==> config.mk <==
export PLATFORM = sky130hd
export DESIGN_NAME = pmcr_phy_ctrl
export DESIGN_NICKNAME = d
export VERILOG_FILES = /design/src/pmcr_pkg.sv /design/src/pmcr_mdio_slave.sv /design/src/pmcr_phy_ctrl.sv
export SDC_FILE = /design/constraint.sdc
export NUM_CORES = 1
export LEC_CHECK = 0
export ABC_AREA = 1
export BUFFER_PORTS_ARGS = -buffer_cell sky130_fd_sc_hd__buf_2
export CORE_MARGIN = 2
export CORE_UTILIZATION = 50
export DETAILED_ROUTE_END_ITERATION = 10
export GPL_TIMING_DRIVEN = 1
export HOLD_SLACK_MARGIN = 0.06
export PLACE_DENSITY = 0.67
export SYNTH_ARGS = -nofsm -noshare
export SYNTH_HDL_FRONTEND = slang
export SYNTH_SLANG_ARGS = --single-unit
==> constraint.sdc <==
create_clock -name MCLK_I -period 6.4 [get_ports MCLK_I]
set_input_delay 1.28 -clock MCLK_I [delete_from_list [all_inputs] [get_ports MCLK_I]]
set_output_delay 1.28 -clock MCLK_I [all_outputs]
set_load 0.05 [all_outputs]
==> src/pmcr_pkg.sv <==
// package: constants and types for the port phy control register block
package pmcr_pkg;
  // port set
  localparam int NPORT = 5; // ports with a control word
  localparam int PW = 3; // port index width
  localparam logic [4:0] PHYAD_FIRST = 5'h01; // address of port one
  localparam logic [4:0] PHYAD_LAST = 5'h05; // highest accepted address
  // management register addresses
  localparam logic [4:0] REG_CTRL = 5'h00; // control word
  localparam logic [4:0] REG_STD_LAST = 5'h05; // last of the low group
  localparam logic [4:0] REG_VEND_A = 5'h1d; // first vendor register
  localparam logic [4:0] REG_VEND_B = 5'h1f; // second vendor register
  // control word bit positions
  localparam int B_SRST = 15; // soft reset, self clearing
  localparam int B_LOOP = 14; // mac loopback
  localparam int B_F100 = 13; // forced speed
  localparam int B_ANEN = 12; // autoneg_on
  localparam int B_PDN = 11; // power down
  localparam int B_ISO = 10; // line_isolation
  localparam int B_ANRR = 9; // autoneg_rerun
  localparam int B_FDX = 8; // forced duplex
  localparam int B_COLT = 7; // collision test, not supported
  localparam int B_RSVD = 6; // reserved
  localparam int B_XSEL = 5; // crossover_style_select
  // control word reset values
  localparam logic RST_LOOP = 1'b0;
  localparam logic RST_F100 = 1'b1;
  localparam logic RST_ANEN = 1'b1;
  localparam logic RST_PDN = 1'b0;
  localparam logic RST_ISO = 1'b0;
  localparam logic RST_ANRR = 1'b0;
  localparam logic RST_FDX = 1'b0;
  localparam logic RST_XSEL = 1'b1;
  // serial management frame
  localparam logic [5:0] PRE_ONES = 6'h20; // preamble ones needed
  localparam logic [1:0] ST_CODE = 2'b01; // start of frame
  localparam logic [1:0] OP_RD = 2'b10; // read opcode
  localparam logic [1:0] OP_WR = 2'b01; // write opcode
  localparam logic [5:0] HDR_LAST = 6'h0d; // 14 header bits
  localparam logic [5:0] TA_LAST = 6'h01; // 2 turnaround bits
  localparam logic [5:0] DAT_LAST = 6'h0f; // 16 data bits
  // spi frame: command byte, address byte, 16 data bits
  localparam logic [7:0] CMD_WR = 8'h02;
  localparam logic [7:0] CMD_RD = 8'h03;
  localparam logic [5:0] SPI_HDR_LAST = 6'h0f;
  localparam logic [5:0] SPI_DAT_LAST = 6'h1f;
  localparam logic [5:0] SPI_ALL = 6'h20;
  localparam logic [2:0] IDX_VEND_A = 3'h6; // spi index of REG_VEND_A
  localparam logic [2:0] IDX_VEND_B = 3'h7; // spi index of REG_VEND_B
  // soft reset hold time
  localparam int CLK_MHZ = 200;
  localparam int SRST_NS = 1000;
  localparam int SRST_CYC = (SRST_NS * CLK_MHZ + 999) / 1000;
  localparam int SRST_W = 8;
  // serial management receiver states
  typedef enum logic [1:0] {
    MS_PRE = 2'b00,
    MS_HDR = 2'b01,
    MS_TA = 2'b10,
    MS_DAT = 2'b11
  } pmcr_mdio_st_t;
  // register addresses that a port answers
  function automatic logic reg_known(input logic [4:0] rg);
    return (rg <= REG_STD_LAST) || (rg == REG_VEND_A) || (rg == REG_VEND_B);
  endfunction : reg_known
  // spi index to management address
  function automatic logic [4:0] spi_idx_to_reg(input logic [2:0] idx);
    logic [4:0] r;
    r = {2'b00, idx};
    if (idx == IDX_VEND_A) r = REG_VEND_A;
    if (idx == IDX_VEND_B) r = REG_VEND_B;
    return r;
  endfunction : spi_idx_to_reg
endpackage : pmcr_pkg

==> src/pmcr_mdio_slave.sv <==
// serial management frame receiver and read shifter
`timescale 1ns/1ps
module pmcr_mdio_slave (
  input wire logic clk_i, // system clock
  input wire logic rst_n_i, // synchronous reset, active low
  input wire logic mdc_i, // management clock pin
  input wire logic mdio_i, // management data pin level
  output logic mdio_o, // data driven on the pin
  output logic mdio_oe_o, // high while driving the pin
  output logic [4:0] phy_o, // latched port address
  output logic [4:0] reg_o, // latched register address
  input wire logic [15:0] rdata_i, // read word for phy_o and reg_o
  output logic wr_o, // one-cycle write strobe
  output logic [15:0] wdata_o // write word, valid with wr_o
);
  // whole state of the receiver
  typedef struct packed {
    logic [2:0] mdc_s; // [0] first sync flop, [1] second, [2] previous
    logic [1:0] dio_s; // data synchroniser
    pmcr_pkg::pmcr_mdio_st_t st; // frame phase
    logic [5:0] cnt; // bit counter in phase
    logic [15:0] sh; // shift register
    logic rd; // frame is a read
    logic [4:0] phy; // port address
    logic [4:0] rg; // register address
    logic oe; // pin drive enable
    logic dout; // pin drive level
    logic wr; // write strobe
  } pmcr_mdio_q_t;

  localparam pmcr_mdio_q_t RST_Q = '{st: pmcr_pkg::MS_PRE, default: '0};

  pmcr_mdio_q_t q; // registered state
  pmcr_mdio_q_t d; // next state
  logic rise; // mdc rising edge seen
  logic bit_in; // sampled data bit
  logic [13:0] hdr; // header as it completes
  logic hdr_ok; // header addresses this device

  assign rise = q.mdc_s[1] & ~q.mdc_s[2];
  assign bit_in = q.dio_s[1];
  assign hdr = {q.sh[12:0], bit_in};
  // foreign port addresses stay silent so other phys may answer
  assign hdr_ok = (hdr[13:12] == pmcr_pkg::ST_CODE) &&
                  ((hdr[11:10] == pmcr_pkg::OP_RD) || (hdr[11:10] == pmcr_pkg::OP_WR)) &&
                  (hdr[9:5] >= pmcr_pkg::PHYAD_FIRST) && (hdr[9:5] <= pmcr_pkg::PHYAD_LAST) &&
                  pmcr_pkg::reg_known(hdr[4:0]);

  // next state: sample on each mdc rise, change drive just after it
  always_comb begin
    d = q;
    d.wr = 1'b0;
    d.mdc_s = {q.mdc_s[1:0], mdc_i};
    d.dio_s = {q.dio_s[0], mdio_i};
    if (rise) begin
      case (q.st)
        pmcr_pkg::MS_PRE: begin
          if (bit_in) begin // count ones, saturating
            if (q.cnt != pmcr_pkg::PRE_ONES) d.cnt = q.cnt + 6'h01;
          end else if (q.cnt == pmcr_pkg::PRE_ONES) begin // first start bit
            d.st = pmcr_pkg::MS_HDR;
            d.cnt = 6'h01;
            d.sh = {15'h0000, bit_in};
          end else begin // short preamble, start over
            d.cnt = '0;
          end
        end
        pmcr_pkg::MS_HDR: begin
          d.sh = {q.sh[14:0], bit_in};
          d.cnt = q.cnt + 6'h01;
          if (q.cnt == pmcr_pkg::HDR_LAST) begin
            d.cnt = '0;
            d.st = hdr_ok ? pmcr_pkg::MS_TA : pmcr_pkg::MS_PRE; // RULE2 RULE3
            d.rd = (hdr[11:10] == pmcr_pkg::OP_RD);
            d.phy = hdr[9:5];
            d.rg = hdr[4:0];
          end
        end
        pmcr_pkg::MS_TA: begin
          d.cnt = q.cnt + 6'h01;
          if (q.cnt != pmcr_pkg::TA_LAST) begin
            if (q.rd) begin // second turnaround bit driven low
              d.oe = 1'b1;
              d.dout = 1'b0;
            end
          end else begin
            d.st = pmcr_pkg::MS_DAT;
            d.cnt = '0;
            if (q.rd) begin // first data bit, msb first
              d.dout = rdata_i[15];
              d.sh = {rdata_i[14:0], 1'b0};
            end
          end
        end
        default: begin // data phase
          d.cnt = q.cnt + 6'h01;
          if (q.rd) begin
            d.dout = q.sh[15];
            d.sh = {q.sh[14:0], 1'b0};
          end else begin
            d.sh = {q.sh[14:0], bit_in};
          end
          if (q.cnt == pmcr_pkg::DAT_LAST) begin // frame ends, release pin
            d.st = pmcr_pkg::MS_PRE;
            d.cnt = '0;
            d.oe = 1'b0;
            d.dout = 1'b0;
            d.wr = ~q.rd;
          end
        end
      endcase
    end
  end

  // state register
  always_ff @(posedge clk_i) begin
    if (!rst_n_i) begin
      q <= RST_Q;
    end else begin
      q <= d;
    end
  end

  assign mdio_o = q.dout;
  assign mdio_oe_o = q.oe;
  assign phy_o = q.phy;
  assign reg_o = q.rg;
  assign wr_o = q.wr;
  assign wdata_o = q.sh;

  a_ta_drive_low: assert property ( // RULE2
    @(posedge clk_i) disable iff (!rst_n_i)
    (rise && q.st == pmcr_pkg::MS_TA && q.cnt == '0 && q.rd) |=> (mdio_oe_o && !mdio_o))
    else $error("read turnaround not driven low");

  a_foreign_silent: assert property ( // RULE2 RULE3
    @(posedge clk_i) disable iff (!rst_n_i)
    (rise && q.st == pmcr_pkg::MS_HDR && q.cnt == pmcr_pkg::HDR_LAST && !hdr_ok)
    |=> (q.st == pmcr_pkg::MS_PRE) ##1 !mdio_oe_o)
    else $error("foreign or unknown address was answered");
endmodule : pmcr_mdio_slave

==> src/pmcr_phy_ctrl.sv <==
// per-port phy control words reached over serial management and spi
// Functional notes
// (RULE1) spi reaches same registers, own address map
// (RULE2) port addresses one to five select ports
// (RULE3) answer only addresses 0-5, 1d, 1f
// (RULE4) bit 15 soft resets port, self clears
// (RULE5) bit 14 loops traffic at mac boundary
// (RULE6) loopback bit works alike on ports 3-5
// (RULE7) bit 13 forces 100 or 10, resets one
// (RULE8) bit 12 enables autonegotiation, resets one
// (RULE9) bit 11 powers the port down
// (RULE10) bit 10 isolates phy from transmit pair
// (RULE11) writing bit 9 restarts autonegotiation
// (RULE12) bit 8 forces full or half duplex
// (RULE13) bit 5 picks crossover scheme, resets one
// (RULE14) bits 7 and 6 read zero always
// (RULE15) soft reset restores defaults before bit clears
`timescale 1ns/1ps
module pmcr_phy_ctrl (
  input wire logic MCLK_I, // 200 mhz system clock
  input wire logic RESETN_I, // synchronous reset, active low
  input wire logic MDC_I, // management clock pin
  input wire logic MDIO_I, // management data pin level
  output logic MDIO_O, // management data drive level
  output logic MDIO_OE_O, // management data drive enable
  input wire logic SPI_SCLK_I, // spi clock pin
  input wire logic SPI_CS_N_I, // spi select pin, active low
  input wire logic SPI_MOSI_I, // spi data in
  output logic SPI_MISO_O, // spi data out
  output logic SPI_MISO_OE_O, // spi data out enable
  output logic [pmcr_pkg::NPORT-1:0] SOFT_RESET_O, // port held in soft reset
  output logic [pmcr_pkg::NPORT-1:0] MAC_LOOPBACK_O, // mac loopback per port
  output logic [pmcr_pkg::NPORT-1:0] FORCE_100_O, // 1: 100 mbps, 0: 10 mbps
  output logic [pmcr_pkg::NPORT-1:0] AUTONEG_ON_O, // autonegotiation enabled
  output logic [pmcr_pkg::NPORT-1:0] POWER_DOWN_O, // port powered down
  output logic [pmcr_pkg::NPORT-1:0] LINE_ISOLATION_O, // phy isolated from line
  output logic [pmcr_pkg::NPORT-1:0] AUTONEG_RERUN_O, // one-cycle restart pulse
  output logic [pmcr_pkg::NPORT-1:0] FULL_DUPLEX_O, // 1: full, 0: half duplex
  output logic [pmcr_pkg::NPORT-1:0] CROSSOVER_STYLE_SELECT_O // crossover scheme
);
  localparam int NP = pmcr_pkg::NPORT;
  localparam int PW = pmcr_pkg::PW;
  localparam int SW = pmcr_pkg::SRST_W;

  // whole state of the block
  typedef struct packed {
    logic [2:0] sck_s; // [0] first sync flop, [1] second, [2] previous
    logic [1:0] csn_s; // select synchroniser
    logic [1:0] mosi_s; // data synchroniser
    logic [5:0] bcnt; // spi bit counter
    logic [15:0] sh; // spi shift register
    logic [15:0] hdr; // spi command and address
    logic miso; // spi out level
    logic miso_oe; // spi out enable
    logic pend; // spi write waiting to apply
    logic [PW-1:0] pend_port; // its port
    logic [15:0] pend_data; // its word
    logic [NP-1:0][SW-1:0] srst_cnt; // soft reset countdown
    logic [NP-1:0] srst; // soft reset active
    logic [NP-1:0] loop; // mac loopback
    logic [NP-1:0] f100; // forced speed
    logic [NP-1:0] anen; // autoneg_on
    logic [NP-1:0] pdn; // power down
    logic [NP-1:0] iso; // line_isolation
    logic [NP-1:0] anrr; // autoneg_rerun as stored
    logic [NP-1:0] fdx; // forced duplex
    logic [NP-1:0] xsel; // crossover_style_select
    logic [NP-1:0] rerun; // restart pulse
  } pmcr_q_t;

  localparam pmcr_q_t RST_Q = '{
    csn_s: 2'h3,
    f100: {NP{pmcr_pkg::RST_F100}},
    anen: {NP{pmcr_pkg::RST_ANEN}},
    xsel: {NP{pmcr_pkg::RST_XSEL}},
    default: '0
  };

  pmcr_q_t q; // registered state
  pmcr_q_t d; // next state
  logic [NP-1:0][15:0] ctrl_rd; // read view of each control word
  logic [NP-1:0][7:0] fld; // writable fields, for checks
  logic [4:0] m_phy; // management port address
  logic [4:0] m_rg; // management register address
  logic m_wr; // management write strobe
  logic [15:0] m_wdata; // management write word
  logic [15:0] m_rdata; // management read word
  logic m_ctrl_ok; // management access hits a control word
  logic [PW-1:0] m_idx; // management port index
  logic [7:0] s_addr_new; // spi address byte as it completes
  logic [7:0] s_cmd_new; // spi command byte once the address byte completes
  logic [15:0] s_rdata; // spi read word
  logic wr_go; // a control word write applies now
  logic [PW-1:0] wr_idx; // its port
  logic [15:0] wr_dat; // its word
  logic sck_rise; // spi clock rising
  logic sck_fall; // spi clock falling

  // spi map: address {2'b00, port-1, index}, index 6 and 7 for the vendor pair
  function automatic logic spi_ctrl_hit(input logic [7:0] a);
    return (a[7:6] == 2'b00) && (a[5:3] < PW'(NP)) &&
           (pmcr_pkg::spi_idx_to_reg(a[2:0]) == pmcr_pkg::REG_CTRL); // RULE1
  endfunction : spi_ctrl_hit

  // serial management frames
  pmcr_mdio_slave u_mdio (
    .clk_i(MCLK_I),
    .rst_n_i(RESETN_I),
    .mdc_i(MDC_I),
    .mdio_i(MDIO_I),
    .mdio_o(MDIO_O),
    .mdio_oe_o(MDIO_OE_O),
    .phy_o(m_phy),
    .reg_o(m_rg),
    .rdata_i(m_rdata),
    .wr_o(m_wr),
    .wdata_o(m_wdata)
  );

  // address decode; every other known register reads as zero here
  assign m_ctrl_ok = (m_phy >= pmcr_pkg::PHYAD_FIRST) && (m_phy <= pmcr_pkg::PHYAD_LAST) &&
                     (m_rg == pmcr_pkg::REG_CTRL);
  assign m_idx = PW'(m_phy - pmcr_pkg::PHYAD_FIRST); // RULE2
  assign m_rdata = m_ctrl_ok ? ctrl_rd[m_idx] : '0;
  assign s_addr_new = {q.sh[6:0], q.mosi_s[1]};
  assign s_cmd_new = q.sh[14:7];
  assign s_rdata = spi_ctrl_hit(s_addr_new) ? ctrl_rd[s_addr_new[5:3]] : '0; // RULE1
  assign sck_rise = q.sck_s[1] & ~q.sck_s[2];
  assign sck_fall = ~q.sck_s[1] & q.sck_s[2];

  // one write source per cycle; management wins, spi waits a cycle
  always_comb begin
    wr_go = 1'b0;
    wr_idx = '0;
    wr_dat = '0;
    if (m_wr) begin
      wr_go = m_ctrl_ok;
      wr_idx = m_idx;
      wr_dat = m_wdata;
    end else if (q.pend) begin
      wr_go = 1'b1;
      wr_idx = q.pend_port;
      wr_dat = q.pend_data;
    end
  end

  // per port read view and field vector
  for (genvar p = 0; p < NP; p++) begin : g_port
    always_comb begin
      // collision test and reserved stay zero
      ctrl_rd[p] = '0; // RULE14
      ctrl_rd[p][pmcr_pkg::B_SRST] = q.srst[p]; // RULE4
      ctrl_rd[p][pmcr_pkg::B_LOOP] = q.loop[p];
      ctrl_rd[p][pmcr_pkg::B_F100] = q.f100[p];
      ctrl_rd[p][pmcr_pkg::B_ANEN] = q.anen[p];
      ctrl_rd[p][pmcr_pkg::B_PDN] = q.pdn[p];
      ctrl_rd[p][pmcr_pkg::B_ISO] = q.iso[p];
      ctrl_rd[p][pmcr_pkg::B_ANRR] = q.anrr[p];
      ctrl_rd[p][pmcr_pkg::B_FDX] = q.fdx[p];
      ctrl_rd[p][pmcr_pkg::B_XSEL] = q.xsel[p];
    end
    assign fld[p] = {q.loop[p], q.f100[p], q.anen[p], q.pdn[p],
                     q.iso[p], q.anrr[p], q.fdx[p], q.xsel[p]};

    a_srst_defaults: assert property ( // RULE4 RULE15
      @(posedge MCLK_I) disable iff (!RESETN_I)
      (wr_go && wr_idx == PW'(p) && wr_dat[pmcr_pkg::B_SRST])
      |=> (q.srst[p] && ctrl_rd[p][pmcr_pkg::B_SRST] && !q.loop[p] && q.f100[p] &&
           q.anen[p] && !q.pdn[p] && !q.iso[p] && !q.anrr[p] && !q.fdx[p] && q.xsel[p]))
      else $error("soft reset did not restore the defaults");

    a_srst_clears: assert property ( // RULE4
      @(posedge MCLK_I) disable iff (!RESETN_I)
      (q.srst_cnt[p] == SW'(1) && !(wr_go && wr_idx == PW'(p) && wr_dat[pmcr_pkg::B_SRST]))
      |=> !q.srst[p] ##1 !SOFT_RESET_O[p])
      else $error("soft reset bit did not clear");

    a_field_write: assert property ( // RULE5 RULE6 RULE7 RULE8 RULE9 RULE10 RULE12 RULE13
      @(posedge MCLK_I) disable iff (!RESETN_I)
      (wr_go && wr_idx == PW'(p) && !wr_dat[pmcr_pkg::B_SRST] && !q.srst[p])
      |=> (MAC_LOOPBACK_O[p] == $past(wr_dat[pmcr_pkg::B_LOOP])) &&
          (FORCE_100_O[p] == $past(wr_dat[pmcr_pkg::B_F100])) &&
          (AUTONEG_ON_O[p] == $past(wr_dat[pmcr_pkg::B_ANEN])) &&
          (POWER_DOWN_O[p] == $past(wr_dat[pmcr_pkg::B_PDN])) &&
          (LINE_ISOLATION_O[p] == $past(wr_dat[pmcr_pkg::B_ISO])) &&
          (FULL_DUPLEX_O[p] == $past(wr_dat[pmcr_pkg::B_FDX])) &&
          (CROSSOVER_STYLE_SELECT_O[p] == $past(wr_dat[pmcr_pkg::B_XSEL])))
      else $error("control write did not reach the port");

    a_port_steer: assert property ( // RULE2
      @(posedge MCLK_I) disable iff (!RESETN_I)
      (m_wr && m_phy != (pmcr_pkg::PHYAD_FIRST + 5'(p))) |=> ($stable(fld[p]) && !q.rerun[p]))
      else $error("write changed a port it did not address");

    a_rerun_cause: assert property ( // RULE11
      @(posedge MCLK_I) disable iff (!RESETN_I)
      AUTONEG_RERUN_O[p] |-> ($past(wr_go) && $past(wr_idx) == PW'(p) &&
                              $past(wr_dat[pmcr_pkg::B_ANRR]) && !$past(q.srst[p])))
      else $error("restart pulse without a restart write");

    a_rsvd_zero: assert property ( // RULE14
      @(posedge MCLK_I) disable iff (!RESETN_I)
      !ctrl_rd[p][pmcr_pkg::B_COLT] && !ctrl_rd[p][pmcr_pkg::B_RSVD])
      else $error("collision test or reserved bit reads one");
  end

  // next state: spi frames, write apply, soft reset countdown
  always_comb begin
    d = q;
    d.rerun = '0;
    d.pend = 1'b0; // a waiting write applies when management is idle
    if (m_wr) d.pend = q.pend;
    d.sck_s = {q.sck_s[1:0], SPI_SCLK_I};
    d.csn_s = {q.csn_s[0], SPI_CS_N_I};
    d.mosi_s = {q.mosi_s[0], SPI_MOSI_I};
    // spi mode 0: sample on rise, shift out on fall
    if (q.csn_s[1]) begin // deselected, clear the frame
      d.bcnt = '0;
      d.hdr = '0;
      d.miso = 1'b0;
      d.miso_oe = 1'b0;
    end else begin
      d.miso_oe = 1'b1;
      if (sck_rise && q.bcnt != pmcr_pkg::SPI_ALL) begin // extra bits ignored
        d.bcnt = q.bcnt + 6'h01;
        if (q.bcnt <= pmcr_pkg::SPI_HDR_LAST || q.hdr[15:8] == pmcr_pkg::CMD_WR) begin
          d.sh = {q.sh[14:0], q.mosi_s[1]};
        end
        if (q.bcnt == pmcr_pkg::SPI_HDR_LAST) begin
          d.hdr = {q.sh[14:0], q.mosi_s[1]};
          if (s_cmd_new == pmcr_pkg::CMD_RD) d.sh = s_rdata; // RULE1
        end
        if (q.bcnt == pmcr_pkg::SPI_DAT_LAST && q.hdr[15:8] == pmcr_pkg::CMD_WR &&
            spi_ctrl_hit(q.hdr[7:0])) begin // RULE1
          d.pend = 1'b1;
          d.pend_port = q.hdr[5:3];
          d.pend_data = {q.sh[14:0], q.mosi_s[1]};
        end
      end
      if (sck_fall && q.bcnt > pmcr_pkg::SPI_HDR_LAST && q.hdr[15:8] == pmcr_pkg::CMD_RD) begin
        d.miso = q.sh[15];
        d.sh = {q.sh[14:0], 1'b0};
      end
    end
    // per port control words
    for (int p = 0; p < NP; p++) begin
      if (q.srst_cnt[p] != '0) d.srst_cnt[p] = q.srst_cnt[p] - SW'(1);
      if (wr_go && wr_idx == PW'(p)) begin
        if (wr_dat[pmcr_pkg::B_SRST]) begin // defaults first, bit clears later
          d.loop[p] = pmcr_pkg::RST_LOOP; // RULE15
          d.f100[p] = pmcr_pkg::RST_F100;
          d.anen[p] = pmcr_pkg::RST_ANEN;
          d.pdn[p] = pmcr_pkg::RST_PDN;
          d.iso[p] = pmcr_pkg::RST_ISO;
          d.anrr[p] = pmcr_pkg::RST_ANRR;
          d.fdx[p] = pmcr_pkg::RST_FDX;
          d.xsel[p] = pmcr_pkg::RST_XSEL;
          d.srst_cnt[p] = SW'(pmcr_pkg::SRST_CYC); // RULE4
        end else if (!q.srst[p]) begin // writes during soft reset are dropped
          d.loop[p] = wr_dat[pmcr_pkg::B_LOOP]; // RULE5 RULE6
          d.f100[p] = wr_dat[pmcr_pkg::B_F100]; // RULE7
          d.anen[p] = wr_dat[pmcr_pkg::B_ANEN]; // RULE8
          d.pdn[p] = wr_dat[pmcr_pkg::B_PDN]; // RULE9
          d.iso[p] = wr_dat[pmcr_pkg::B_ISO]; // RULE10
          d.anrr[p] = wr_dat[pmcr_pkg::B_ANRR];
          d.rerun[p] = wr_dat[pmcr_pkg::B_ANRR]; // RULE11
          d.fdx[p] = wr_dat[pmcr_pkg::B_FDX]; // RULE12
          d.xsel[p] = wr_dat[pmcr_pkg::B_XSEL]; // RULE13
        end
      end
      d.srst[p] = (d.srst_cnt[p] != '0); // RULE4
    end
  end

  // state register
  always_ff @(posedge MCLK_I) begin
    if (!RESETN_I) begin
      q <= RST_Q;
    end else begin
      q <= d;
    end
  end

  // outputs straight from the state flops
  assign SPI_MISO_O = q.miso;
  assign SPI_MISO_OE_O = q.miso_oe;
  assign SOFT_RESET_O = q.srst;
  assign MAC_LOOPBACK_O = q.loop;
  assign FORCE_100_O = q.f100;
  assign AUTONEG_ON_O = q.anen;
  assign POWER_DOWN_O = q.pdn;
  assign LINE_ISOLATION_O = q.iso;
  assign AUTONEG_RERUN_O = q.rerun;
  assign FULL_DUPLEX_O = q.fdx;
  assign CROSSOVER_STYLE_SELECT_O = q.xsel;

  a_spi_write: assert property ( // RULE1
    @(posedge MCLK_I) disable iff (!RESETN_I)
    (q.pend && !m_wr && !q.srst[q.pend_port] && !q.pend_data[pmcr_pkg::B_SRST])
    |=> (ctrl_rd[$past(q.pend_port)] == ($past(q.pend_data) &
         ~(16'h0001 << pmcr_pkg::B_COLT) & ~(16'h0001 << pmcr_pkg::B_RSVD) & 16'h7fe0)) &&
        !q.pend)
    else $error("spi write did not land in the addressed port");
endmodule : pmcr_phy_ctrl

Yosys cells after proc, flatten, opt, wreduce, memory -nomap -nowiden
Index checks and enable logic that the tools add are counted.

word-level totals
  register bits = 200
  input bits = 7

cells by class
  add/subtract/negate cells = 8
  order comparisons = 11
  equal/unequal tests = 38
  mux-type cells = 144
  bitwise gates (word level) = 17
  reductions and logical operators = 67

operators with widths
  operator             count
  $mux 16              12
  $mux 8               17
  $bmux 16 s3          2
  $mux 1               90
  $reduce_bool 8->1    10
  $pmux 24 s3          1
  $mux 32              2
  $mux 20              3
  $sub 8x1->8 const B  5
  $mux 5               6
  $eq 8x2->1 const B   3
  $mux 24              1
  $logic_and 1x1->1    20
  $reduce_or 4->1      5
  $eq 6x4->1 const B   3
  $ne 2x1->1 const B   9
  $reduce_and 2->1     8
  $eq 3x3->1 const B   5
  $le 5x3->1 const B   3
  $logic_not 5->1      3
  $not 1->1            14
  $add 6x1->6 const B  2
  $mux 6               2
  $ne 6x6->1 const B   2
  31 further kinds     57

Longest topological paths before layout
Gate-level depths: netlist of the first run.

  depth in word-level cells = 11
  mapped depth = 16

Modules after synthesis
From an unflattened synthesis of the first run, not the netlist that was laid out.

second synthesis, totals
  cell total of the unflattened synthesis = 1,565
  area total of the unflattened synthesis = 10,538.9 µm²

by module, submodules not included
  module           times used  cells each  area each (µm²)  sequential area each (µm²)
  pmcr_phy_ctrl    1           1,184       7,958.9          3,002.9
  pmcr_mdio_slave  1           381         2,580.0          860.8

Worst setup path before layout of the first run
No wires, ideal clock.

  path type = reg-to-reg
  from = register u_mdio.q, in the netlist u_mdio.phy_o[0]
  to = register q, in the netlist FORCE_100_O[2]
  setup time = 120 ps
  data arrival time = 2,120 ps
  slack = 4,161 ps
  cell stages (with the launch flop) = 15
  buffers on the path = 4
  period minus slack after synthesis = 2,239 ps
  cells stage by stage = dfxtp_1 -> buf_6 -> clkinv_1 -> buf_2 -> ha_1 -> buf_2 -> inv_1 -> nand2_1 -> nand2_1 -> nand2_1 -> nor2_4 -> nand4_2 -> buf_6 -> a21oi_1 -> o21ai_1

on the way
  longest elaborated chain between the ends = 6

RTL lines
  what                                             RTL line                text
  start: declaration                               pmcr_mdio_slave.sv:33   pmcr_mdio_q_t q;
  start signal: assignment                         pmcr_mdio_slave.sv:118  q <= RST_Q;
  start signal: assignment                         pmcr_mdio_slave.sv:120  q <= d;
  $ge 5x1->1 / $le 5x3->1 (equally long branches)  pmcr_phy_ctrl.sv:121    assign m_ctrl_ok = (m_phy >= pmcr_pkg::PHYAD_FIRST) && (m_phy <= pmcr_pkg::PHYAD_LAST) &&
  $logic_and 1x1->1 (2 in series)                  pmcr_phy_ctrl.sv:121
  $mux 1                                           pmcr_phy_ctrl.sv:136    if (m_wr) begin
  $logic_and 1x1->1 (*)                            pmcr_phy_ctrl.sv:248    if (wr_go && wr_idx == PW'(p)) begin
  $reduce_and 2->1 (no line) (*)                   -
  end signal: assignment                           pmcr_phy_ctrl.sv:278    q <= RST_Q;
  end signal: assignment                           pmcr_phy_ctrl.sv:280    q <= d;
  end: declaration                                 pmcr_phy_ctrl.sv:79     pmcr_q_t q;

Every way passes the cells marked *; elsewhere a longest branch is shown, timed or not.
A chain may end at the register's enable or synchronous reset.

Worst setup path after layout of the first run
  from = register u_mdio.q, in the netlist u_mdio.phy_o[0]
  to = register q, in the netlist ctrl_rd[41]

The elaborated chain is that of the path after synthesis.

==> flow_summary.toml, run 1 <==
[outcome]
status = "completed"

[clock_tree]
cts_hold_buf = 0
insertion_delay_ns = 0.44
htreeDepth = 4
cts_setup_buffers = 0
cts.path.max_buffers = 2
cts_tree = "done"
root_buffer = "clkbuf_16"
cts_sinks = 193
clk_pin_slew_worst_paths_ns = 0.08
cts_resized = 0
numCtsBuffers = 17

[power]
p_leak_uw = 0.004785
power.density_mw_per_mm2 = 309.7
max-vdd-ir-drop_mv = 0.2098

[grt]
grt_overflow = 0
grt_pass1_vias = 8616
met3_usage_pct = 4.012
gr-usage-met1_pct = 35.86
use_met2_pct = 40.98
grt_max_degree = 76
grt.busiest_layer = "met2"
grt_pass1_wl_um = 44460
grt_antenna_before_repair = 0
grt_usage_pct = 25.43

[route]
firstDrtPassIters = 5
vias = 9586
first_iter_violations = 903
drc = 0
wl_per_cell_um = 15.63
ant_nets = 0
routed_wl_um = 27570
vias_per_cell = 5.434

[final_layout]
largest_reg_flops = 94
final_cells = 1764
multiInputGateArea_mm2 = 0.005197
antenna_cells = 0
area.sequential_mm2 = 0.003864
nNetsFinal = 1510
drive_gt1_share_pct = 9.572
design_area_mm2 = 0.01091
regMostFlops = "q"
nFillCells = 2038
area_delta_synth_final_pct = 5.645

[synth]
yosysWarnings = 0
synth_cells = 1502
yosys_register_bits = 193
syn_nets = 1531
ys_top_cells_by_count = "nand2_1, dfxtp_1, nor2_1, inv_1, a21oi_1"
synth_async_sr_flop_share_pct = 0
ys_seq_area_share_pct = 37.41
synth.distinct_cells = 51
netlist_area_mm2 = 0.01033
synth-edff-count = 0
synth.largest_area_cell = "dfxtp_1"
synth.top_cell.area_share_pct = 37.41
synth.most_common_cell = "nand2_1"
synthTopCellsByArea = "dfxtp_1, nand2_1, a21oi_1, nor2_1, inv_1"
yosys_most_used_dff = "dfxtp_1"
avgSynthCellArea_um2 = 6.877

[sta]
skew_ns = 0.01224
grt_setup_unrepaired = "no"
setup_tns_ns = 0
slew_violations = 0
max_freq_mhz = 272.0
max-slew-margin-rel_pct = 41.37
hold_ws_ns = 0.4130
finalCriticalPeriod_ns = 3.676
worst_slew_pin_slew_ns = 0.8762
post-route-period-util_pct = 57.44
hold_violations = 0
setup_ws_ns = 2.724
finalSetupViolCount = 0

[min_path]
min-delay-start = "d[151]$_SDFF_PN0_"
holdPathStages = 2
hold_path_class = "flop to flop"
min_to = "q[151]$_SDFF_PN0_"

[die]
die_w_um = 147.7
io_pins = 56
dieArea_mm2 = 0.02182
placeableCoreArea_mm2 = 0.02023
start_util_pct = 51.05
fp-row-count = 52
die_y_um = 147.7

[flow_run]
drv_cap = 0

[worst_setup_path]
crit_top_cell = "nand2_1"
timing.rr.start = "u_mdio.phy_o[0]$_SDFFE_PN0P_"
end_kind = "flop"
ff2ff_setup_slack_ns = 2.72
crit_required_ns = 6.71
cpMaxStageDelayCell = "dfxtp_1"
r2r_cells = 10
arrival_ns = 3.99
crit_chain = "clkinv_1, ha_1, inv_1, nand2_1, nand2_1, nand2_1, nor2_4, nand4_2, a21oi_1, nor2_1"
cpPeakStageDelay_ns = 0.86
path_max_fanout = 26
cp-start-kind = "flop"
r2r-end = "ctrl_rd[41]$_SDFFE_PN0P_"
path_class = "flop to flop"

[place]
gp_congestion = 0.9190
io_buffers = 55
dpl_cell_area_mm2 = 0.01036
hpwl_um = 20150
place_inst = 1732
place_ws_ns = 2.896
-- critical path, delay by kind of cell, from the launching register on --
family          cells  cell delay, ns
buf+inv             2            1.00
compound gates      1            0.24
flops               1            0.86
simple gates        6            0.83
fa+ha+maj           1            0.60
-- worst max-delay path by stage --
stage / startpoint / endpoint / cells past startpoint
floorplan: u_mdio.phy_o[0]$_SDFFE_PN0P_ / FORCE_100_O[2]$_SDFFE_PN1P_ / 14
global placement: u_mdio.phy_o[0]$_SDFFE_PN0P_ / ctrl_rd[41]$_SDFFE_PN0P_ / 10
detailed placement: u_mdio.phy_o[0]$_SDFFE_PN0P_ / FORCE_100_O[2]$_SDFFE_PN1P_ / 10
CTS: u_mdio.phy_o[0]$_SDFFE_PN0P_ / ctrl_rd[41]$_SDFFE_PN0P_ / 10
global route: u_mdio.phy_o[0]$_SDFFE_PN0P_ / ctrl_rd[41]$_SDFFE_PN0P_ / 10
finish: u_mdio.phy_o[0]$_SDFFE_PN0P_ / ctrl_rd[41]$_SDFFE_PN0P_ / 10
-- cells in the final DEF, fill, tap and decap left out, types with 22 or more instances in the layout --
cell type | netlist | layout
nor2_1 | 177 | 177
buf_2 | 8 | 55
nand3_1 | 103 | 103
dfxtp_1 | 193 | 193
a21oi_1 | 159 | 159
nand4_1 | 30 | 30
inv_1 | 166 | 165
ha_1 | 22 | 22
nand2_1 | 292 | 292
o21ai_0 | 119 | 119
-- cell families (layout without fill, tap and decap cells) --
| family | Yosys count | count (layout) | share of synthesized area, % |
|---|---|---|---|
| DFF | 193 | 193 | 37.41 |
| buffers and inverters | 274 | 266 | 12.27 |
| xor gates and xnor gates | 12 | 12 | 1.018 |
| adders and majority gates | 22 | 22 | 2.665 |
| and+or+nand+nor | 674 | 674 | 29.61 |
| AOI/OAI and AO/OA | 327 | 327 | 17.03 |
-- per-layer routing --
| metal | up-vias | routed length [µm] |
|---|---|---|
| li1 | 4860 | - |
| met1 | 4417 | 12930 |
| met5 | - | 0 |
| met2 | 273 | 12610 |
| met4 | 0 | 447 |
| met3 | 36 | 1576 |
-- power by group --
| part | switching [µW] | total (µW) | internal (µW) |
|---|---|---|---|
| sequential | 88.6 | 1400 | 1310 |
| clock | 503 | 1010 | 511 |
| combinational | 628 | 964 | 335 |
-- layout make-up --
type                    instances  area share, %
well taps                     270          3.096
clock buffers                  18          3.933
multi-input cells            1035          47.63
inverters                     176          6.077
flip-flops and latches        193          35.41
repair buffers                 58          2.729
clock inverters                14          1.124
-- stage by stage --
step / total power [µW] / util, %
floorplan: 2196 / -
global placement: 2368 / 51.20
detailed placement: 2381 / 51.20
CTS: 3391 / 53.93
global route: 3631 / 53.93
finish: 3379 / 53.93
(Power assumes the default switching activity.)
==> inputs of run 2 (changes only) <==
--- a/config.mk
+++ b/config.mk
@@ -5,7 +5,7 @@
 export SDC_FILE = /design/constraint.sdc
 export NUM_CORES = 1
 export LEC_CHECK = 0
-export ABC_AREA = 1
+export ABC_AREA = 0
 export BUFFER_PORTS_ARGS = -buffer_cell sky130_fd_sc_hd__buf_2
 export CORE_MARGIN = 2
 export CORE_UTILIZATION = 50
==> constraint.sdc (replaced) <==
create_clock -name MCLK_I -period 3.5 [get_ports MCLK_I]
set_input_delay 0.7 -clock MCLK_I [delete_from_list [all_inputs] [get_ports MCLK_I]]
set_output_delay 0.7 -clock MCLK_I [all_outputs]
set_load 0.05 [all_outputs]
==> run 2 against run 1 <==
  * Sequential share of layout area rose by 0.089 points
  * Sequential power up 92%
  * Global-route usage is 1.8 points lower
  * Worst hold slack better by 0.020 ns
  * Core utilization up 1.5 points
  * Clock power up 90%
  * Die area down 2.3%
  * Cell count fell by 18%
  * Via count shrank 9.7%
  * Register-to-register slack worse by 2.1 ns
  * Largest cell class unchanged
==> flow_summary.toml, run 2 <==
[outcome]
status = "completed"

[sta]
finalCriticalPeriod_ns = 2.837
max-slew-margin-rel_pct = 43.27
setup_tns_ns = 0
hold_violations = 0
finalSetupViolCount = 0
grt_setup_unrepaired = "no"
post-route-period-util_pct = 81.06
slew_violations = 0
max_freq_mhz = 352.5
skew_ns = 0.01647
worst_slew_pin_slew_ns = 0.8391

[place]
gp_congestion = 0.9050
dpl_cell_area_mm2 = 0.01030
place_inst = 1409
io_buffers = 55
hpwl_um = 18440

[final_layout]
nNetsFinal = 1192
final_cell_mix = "dfxtp_1, nand2_1, nor2_1, a21oi_1, mux2i_1"
final_cells = 1441
design_area_mm2 = 0.01088
drive_gt1_share_pct = 11.99
mostFrequentLayoutCell = "dfxtp_1"
largest_reg_flops = 94
antenna_cells = 0
area_delta_synth_final_pct = 7.955
regMostFlops = "q"

[synth]
synth_top_family_by_area = "simple AND/OR/NAND/NOR gates"
synthTopCellsByArea = "dfxtp_1, mux2i_1, nand2_1, a21oi_1, nor2_1"
synth.most_common_cell = "dfxtp_1"
syn_nets = 1202
yosysWarnings = 0
avgSynthCellArea_um2 = 8.595
synth-edff-count = 0
netlist_area_mm2 = 0.01008
yosys.area_share.xor_xnor_pct = 2.780
synth.distinct_cells = 69
ys_seq_area_share_pct = 38.32
synthAdderAreaFrac_pct = 2.730
synth_compound_area_share_pct = 18.26
yosys_most_used_dff = "dfxtp_1"
synthSimpleGateAreaFrac_pct = 22.26
synth_cells = 1173
ys_top_cells_by_count = "dfxtp_1, nand2_1, nor2_1, a21oi_1, mux2i_1"
synth.largest_area_cell = "dfxtp_1"
yosys_register_bits = 193
synth.top_cell.area_share_pct = 38.32
muxShareOfSynthArea_pct = 8.774
synth_async_sr_flop_share_pct = 0

[worst_setup_path]
path_max_fanout = 11
cp-start-kind = "flop"
ff2ff_setup_slack_ns = 0.66
crit_start = "u_mdio.phy_o[1]$_SDFFE_PN0P_"
crit_required_ns = 3.84
r2r_cells = 7
timing.rr.start = "u_mdio.phy_o[1]$_SDFFE_PN0P_"
cp-endpoint = "q[55]$_SDFF_PN0_"
r2r-end = "q[55]$_SDFF_PN0_"
path_class = "flop to flop"
end_kind = "flop"
arrival_ns = 3.18

[power]
p_leak_uw = 0.003799
swShare_pct = 34.39
pwr-share-seq_pct = 42.5
combPwrFrac_pct = 27.2
intPower_uw = 4156
p_clk_share_pct = 30.3
power_uw = 6335
max-vdd-ir-drop_mv = 0.4844
power.density_mw_per_mm2 = 582.1
power_switching_uw = 2179

[clock_tree]
cts_sinks = 193
htreeDepth = 4
clk_pin_slew_worst_paths_ns = 0.07
cts_resized = 0
cts_setup_buffers = 0
root_buffer = "clkbuf_16"
cts_hold_buf = 0
insertion_delay_ns = 0.44
cts_tree = "done"
numCtsBuffers = 17
cts.path.max_buffers = 2

[grt]
grt_overflow = 0
grt_pass1_vias = 7889
grt_max_degree = 52
grt_antenna_before_repair = 0
grt_pass1_wl_um = 40990
grt_usage_pct = 23.64

[route]
ant_nets = 0
first_iter_violations = 690
vias_per_cell = 6.004
drc = 0
vias = 8652
firstDrtPassIters = 5
wl_per_cell_um = 17.85
routed_wl_um = 25720

[die]
placeableCoreArea_mm2 = 0.01965
fp-row-count = 51
start_util_pct = 51.30
dieArea_mm2 = 0.02132
io_pins = 56
die_y_um = 146
die_w_um = 146

[min_path]
holdPathStages = 1
hold_path_class = "flop to flop"

[flow_run]
drv_cap = 0
-- run 2: cell count changes in the layout (fill, tap and decap cells not counted), moves of 58 or more --
cell / delta
nand2_1: -164
nor2_1: -85
mux2i_1: +58
nand3_1: -60
a21oi_1: -87
o21ai_0: -70
inv_1: -132
-- run 2: how the worst min path moves through the flow --
stage / startpoint / to / slack, ns
floorplan: d[153]$_SDFF_PN1_ / q[153]$_SDFF_PN1_ / 0.39
global placement: d[153]$_SDFF_PN1_ / q[153]$_SDFF_PN1_ / 0.41
detailed placement: d[153]$_SDFF_PN1_ / q[153]$_SDFF_PN1_ / 0.40
CTS: u_mdio.d[39]$_SDFF_PN0_ / u_mdio.bit_in$_SDFF_PN0_ / 0.44
global route: SPI_CS_N_I / d[153]$_SDFF_PN1_ / 0.45
finish: d[153]$_SDFF_PN1_ / q[153]$_SDFF_PN1_ / 0.43
-- run 2: final cells by class --
cell class / count / area [µm²]
fillers: 1851 / 8770
well taps: 265 / 331.6
flip-flops and latches: 193 / 3864
repair buffers: 75 / 437.9
inverters: 34 / 127.6
multi-input cells: 842 / 5538
clock inverters: 14 / 146.4
clock buffers: 18 / 439.2
-- run 2: per-layer routing --
layer	wire, µm	track usage [%]	part of all wire [%]
met5	0	0	0
met3	1735	6.646	6.7
met1	11650	30.93	45
met4	657	8.204	2.6
met2	11680	37.62	45
-- run 2: kinds of logic (layout without fill, tap and decap cells) --
kind of cell / after synthesis / in the layout
buffers and inverters: 138 / 141
adder cells (fa/ha/maj): 22 / 22
AND/OR/NAND/NOR: 443 / 443
flip-flops: 193 / 193
AO/OA/AOI/OAI: 273 / 273
multiplexers: 72 / 72
XOR/XNOR: 32 / 32
-- run 2: power by group through the flow --
stage / clock network [µW] / logic, µW / registers, µW
floorplan: 0 / 1500 / 2660
global placement: 0 / 1700 / 2740
detailed placement: 0 / 1710 / 2740
CTS: 1950 / 1730 / 2690
global route: 2040 / 1940 / 2730
finish: 1920 / 1720 / 2690
-- run 2: per-stage QoR --
| step | util (%) | setup slack [ns] | hold WS, ns |
|---|---|---|---|
| final | 55.38 | 0.6630 | 0.4325 |
| after CTS | 55.38 | 0.6976 | 0.4394 |
| after floorplan | - | 1.081 | 0.3863 |
| after detailed placement | 52.40 | 0.7133 | 0.4037 |
| after global routing | 55.38 | 0.5034 | 0.4457 |
| after global placement | 52.40 | 0.7002 | 0.4108 |
-- run 2: critical path, stage by stage, from the launching register on --
cell	delay (ns)
dfxtp_1	0.36
inv_1	0.07
ha_1	0.58
and2_0	0.50
nand3_1	0.16
nor3_1	0.44
a21oi_1	0.34
and4_1	0.28
==> inputs of run 3 (changes only) <==
--- a/config.mk
+++ b/config.mk
@@ -12,7 +12,7 @@
 export DETAILED_ROUTE_END_ITERATION = 10
 export GPL_TIMING_DRIVEN = 1
 export HOLD_SLACK_MARGIN = 0.06
-export PLACE_DENSITY = 0.67
+export PLACE_DENSITY = 0.7
 export SYNTH_ARGS = -nofsm -noshare
 export SYNTH_HDL_FRONTEND = slang
 export SYNTH_SLANG_ARGS = --single-unit
==> constraint.sdc (replaced) <==
create_clock -name MCLK_I -period 2.45 [get_ports MCLK_I]
set_input_delay 0.49 -clock MCLK_I [delete_from_list [all_inputs] [get_ports MCLK_I]]
set_output_delay 0.49 -clock MCLK_I [all_outputs]
set_load 0.05 [all_outputs]
==> run 3 against run 2 <==
  * Worst setup slack worse by 0.58 ns
  * Clock power rose by 51%
  * Cell count rose by 3.4%
  * Fmax rose by 20%
  * Register-to-register slack got worse by 0.58 ns
  * Clock skew grew 0.0020 ns
  * Critical path depth decreased by 2
  * Worst hold slack lost 0.19 ns
  * Non-clock buffer count increased by 49
  * Die area unchanged
  * Count of clock-buffer cells in the layout unchanged
==> flow_summary.toml, run 3 (same netlist as run 2, synthesis figures left out) <==
[route]
routed_wl_um = 26240
wl_per_cell_um = 17.61
firstDrtPassIters = 5
first_iter_violations = 872
vias = 8933
drc = 0
ant_nets = 0
vias_per_cell = 5.995

[die]
start_util_pct = 51.30
dieArea_mm2 = 0.02132
placeableCoreArea_mm2 = 0.01965
die_w_um = 146
fp-row-count = 51
io_pins = 56
die_y_um = 146

[sta]
worst_slew_pin_slew_ns = 0.6961
post-route-period-util_pct = 96.59
finalCriticalPeriod_ns = 2.367
hold_violations = 0
hold_ws_ns = 0.2424
finalSetupViolCount = 0
skew_ns = 0.01847
slew_violations = 0
max-slew-margin-rel_pct = 53.17
grt_setup_unrepaired = "no"
max_freq_mhz = 422.6

[worst_setup_path]
ff2ff_setup_slack_ns = 0.08
crit_buf_inv = 0
crit_required_ns = 2.81
cpPeakStageDelay_ns = 0.61
path_max_fanout = 8
end_kind = "flop"
path_class = "flop to flop"
crit_top_cell = "or4_4"
crit_chain = "or4_1, or4_4, or4_4, a21o_1, a31oi_1"
path_delay_family = "simple AND/OR/NAND/NOR gates"
cp-start-kind = "flop"
cpMaxStageDelayCell = "or4_4"
arrival_ns = 2.72

[final_layout]
regMostFlops = "q"
final_cell_mix = "dfxtp_1, nand2_1, nor2_1, a21oi_1, buf_4"
area_delta_synth_final_pct = 12.19
nNetsFinal = 1241
mostFrequentLayoutCell = "dfxtp_1"
drive_gt1_share_pct = 16.00
largest_reg_flops = 94
design_area_mm2 = 0.01131
antenna_cells = 0

[grt]
grt.busiest_layer = "met2"
grt_pass1_wl_um = 41810
grt_pass1_vias = 8029
grt_max_degree = 39
gr-usage-met1_pct = 33.27
grt_usage_pct = 24.03
grt_overflow = 0
met3_usage_pct = 5.078
grt_antenna_before_repair = 0
use_met2_pct = 37.43

[clock_tree]
cts_hold_buf = 0
insertion_delay_ns = 0.44
cts_sinks = 193
cts_tree = "done"
htreeDepth = 4
numCtsBuffers = 17
cts.path.max_buffers = 2
clk_pin_slew_worst_paths_ns = 0.08
root_buffer = "clkbuf_16"

[place]
hpwl_um = 19040
dpl_cell_area_mm2 = 0.01066
gp_congestion = 0.9112
io_buffers = 55

[power]
p_leak_uw = 0.004047
max-vdd-ir-drop_mv = 0.6467
power.density_mw_per_mm2 = 820.3

[min_path]
hold_path_class = "primary input to flop"

[outcome]
status = "completed"

[flow_run]
drv_cap = 0
[run 3: area by class of cell]
type | instances | area [µm²]
well taps | 265 | 331.6
inverters | 34 | 127.6
repair buffers | 124 | 805.8
clock buffers | 18 | 439.2
clock inverters | 14 | 170.2
multi-input cells | 842 | 5573
fillers | 1801 | 8343
flip-flops and latches | 193 | 3864
[run 3: worst register-to-register path, delay by kind of cell, from the launching register on]
family | cells | cell delay, ns
AOI/OAI and AO/OA | 2 | 0.36
DFF | 1 | 0.31
and+or+nand+nor | 3 | 1.63
[run 3: layer usage]
| layer | wire, µm | part of all wire [%] |
|---|---|---|
| met5 | 0 | 0 |
| met2 | 12010 | 46 |
| met3 | 1904 | 7.3 |
| met4 | 680 | 2.6 |
| met1 | 11650 | 44 |
[run 3: what timing repair did]
item	CTS	global route
pin swaps	0	1
hold endpoints to repair	0	0
resized for setup	4	5
buffers inserted	0	1
endpoints found under the setup margin	30	31
[run 3: path summary, 6_finish.rpt]
check                               start                               to  depth (start not counted)
max          u_mdio.phy_o[4]$_SDFFE_PN0P_  u_mdio.wdata_o[15]$_SDFFE_PN0P_                          5
min                            SPI_CS_N_I                d[153]$_SDFF_PN1_                          2
max reg2reg  u_mdio.phy_o[4]$_SDFFE_PN0P_  u_mdio.wdata_o[15]$_SDFFE_PN0P_                          5
min reg2reg             d[153]$_SDFF_PN1_                q[153]$_SDFF_PN1_                          1
[run 3: through the flow]
step                util, %  worst slack, ns  instances  TNS, ns  total power, µW
floorplan                 -          0.03135       1173        0             5935
global placement      54.23          -0.1702       1457  -0.6911             6375
detailed placement    54.23          -0.2085       1457   -1.548             6419
CTS                   57.40          0.01657       1489        0             9298
global route          57.55        0.0007616       1490        0             9836
finish                57.55          0.08343       1490        0             9278
[run 3: power breakdown]
group / leakage, µW / internal (µW) / switching [µW]
Combinational: 0.00219 / 1130 / 1390
Clock: 0.000287 / 1570 / 1330
Sequential: 0.00157 / 3460 / 406
Total: 0.00405 / 6160 / 3120
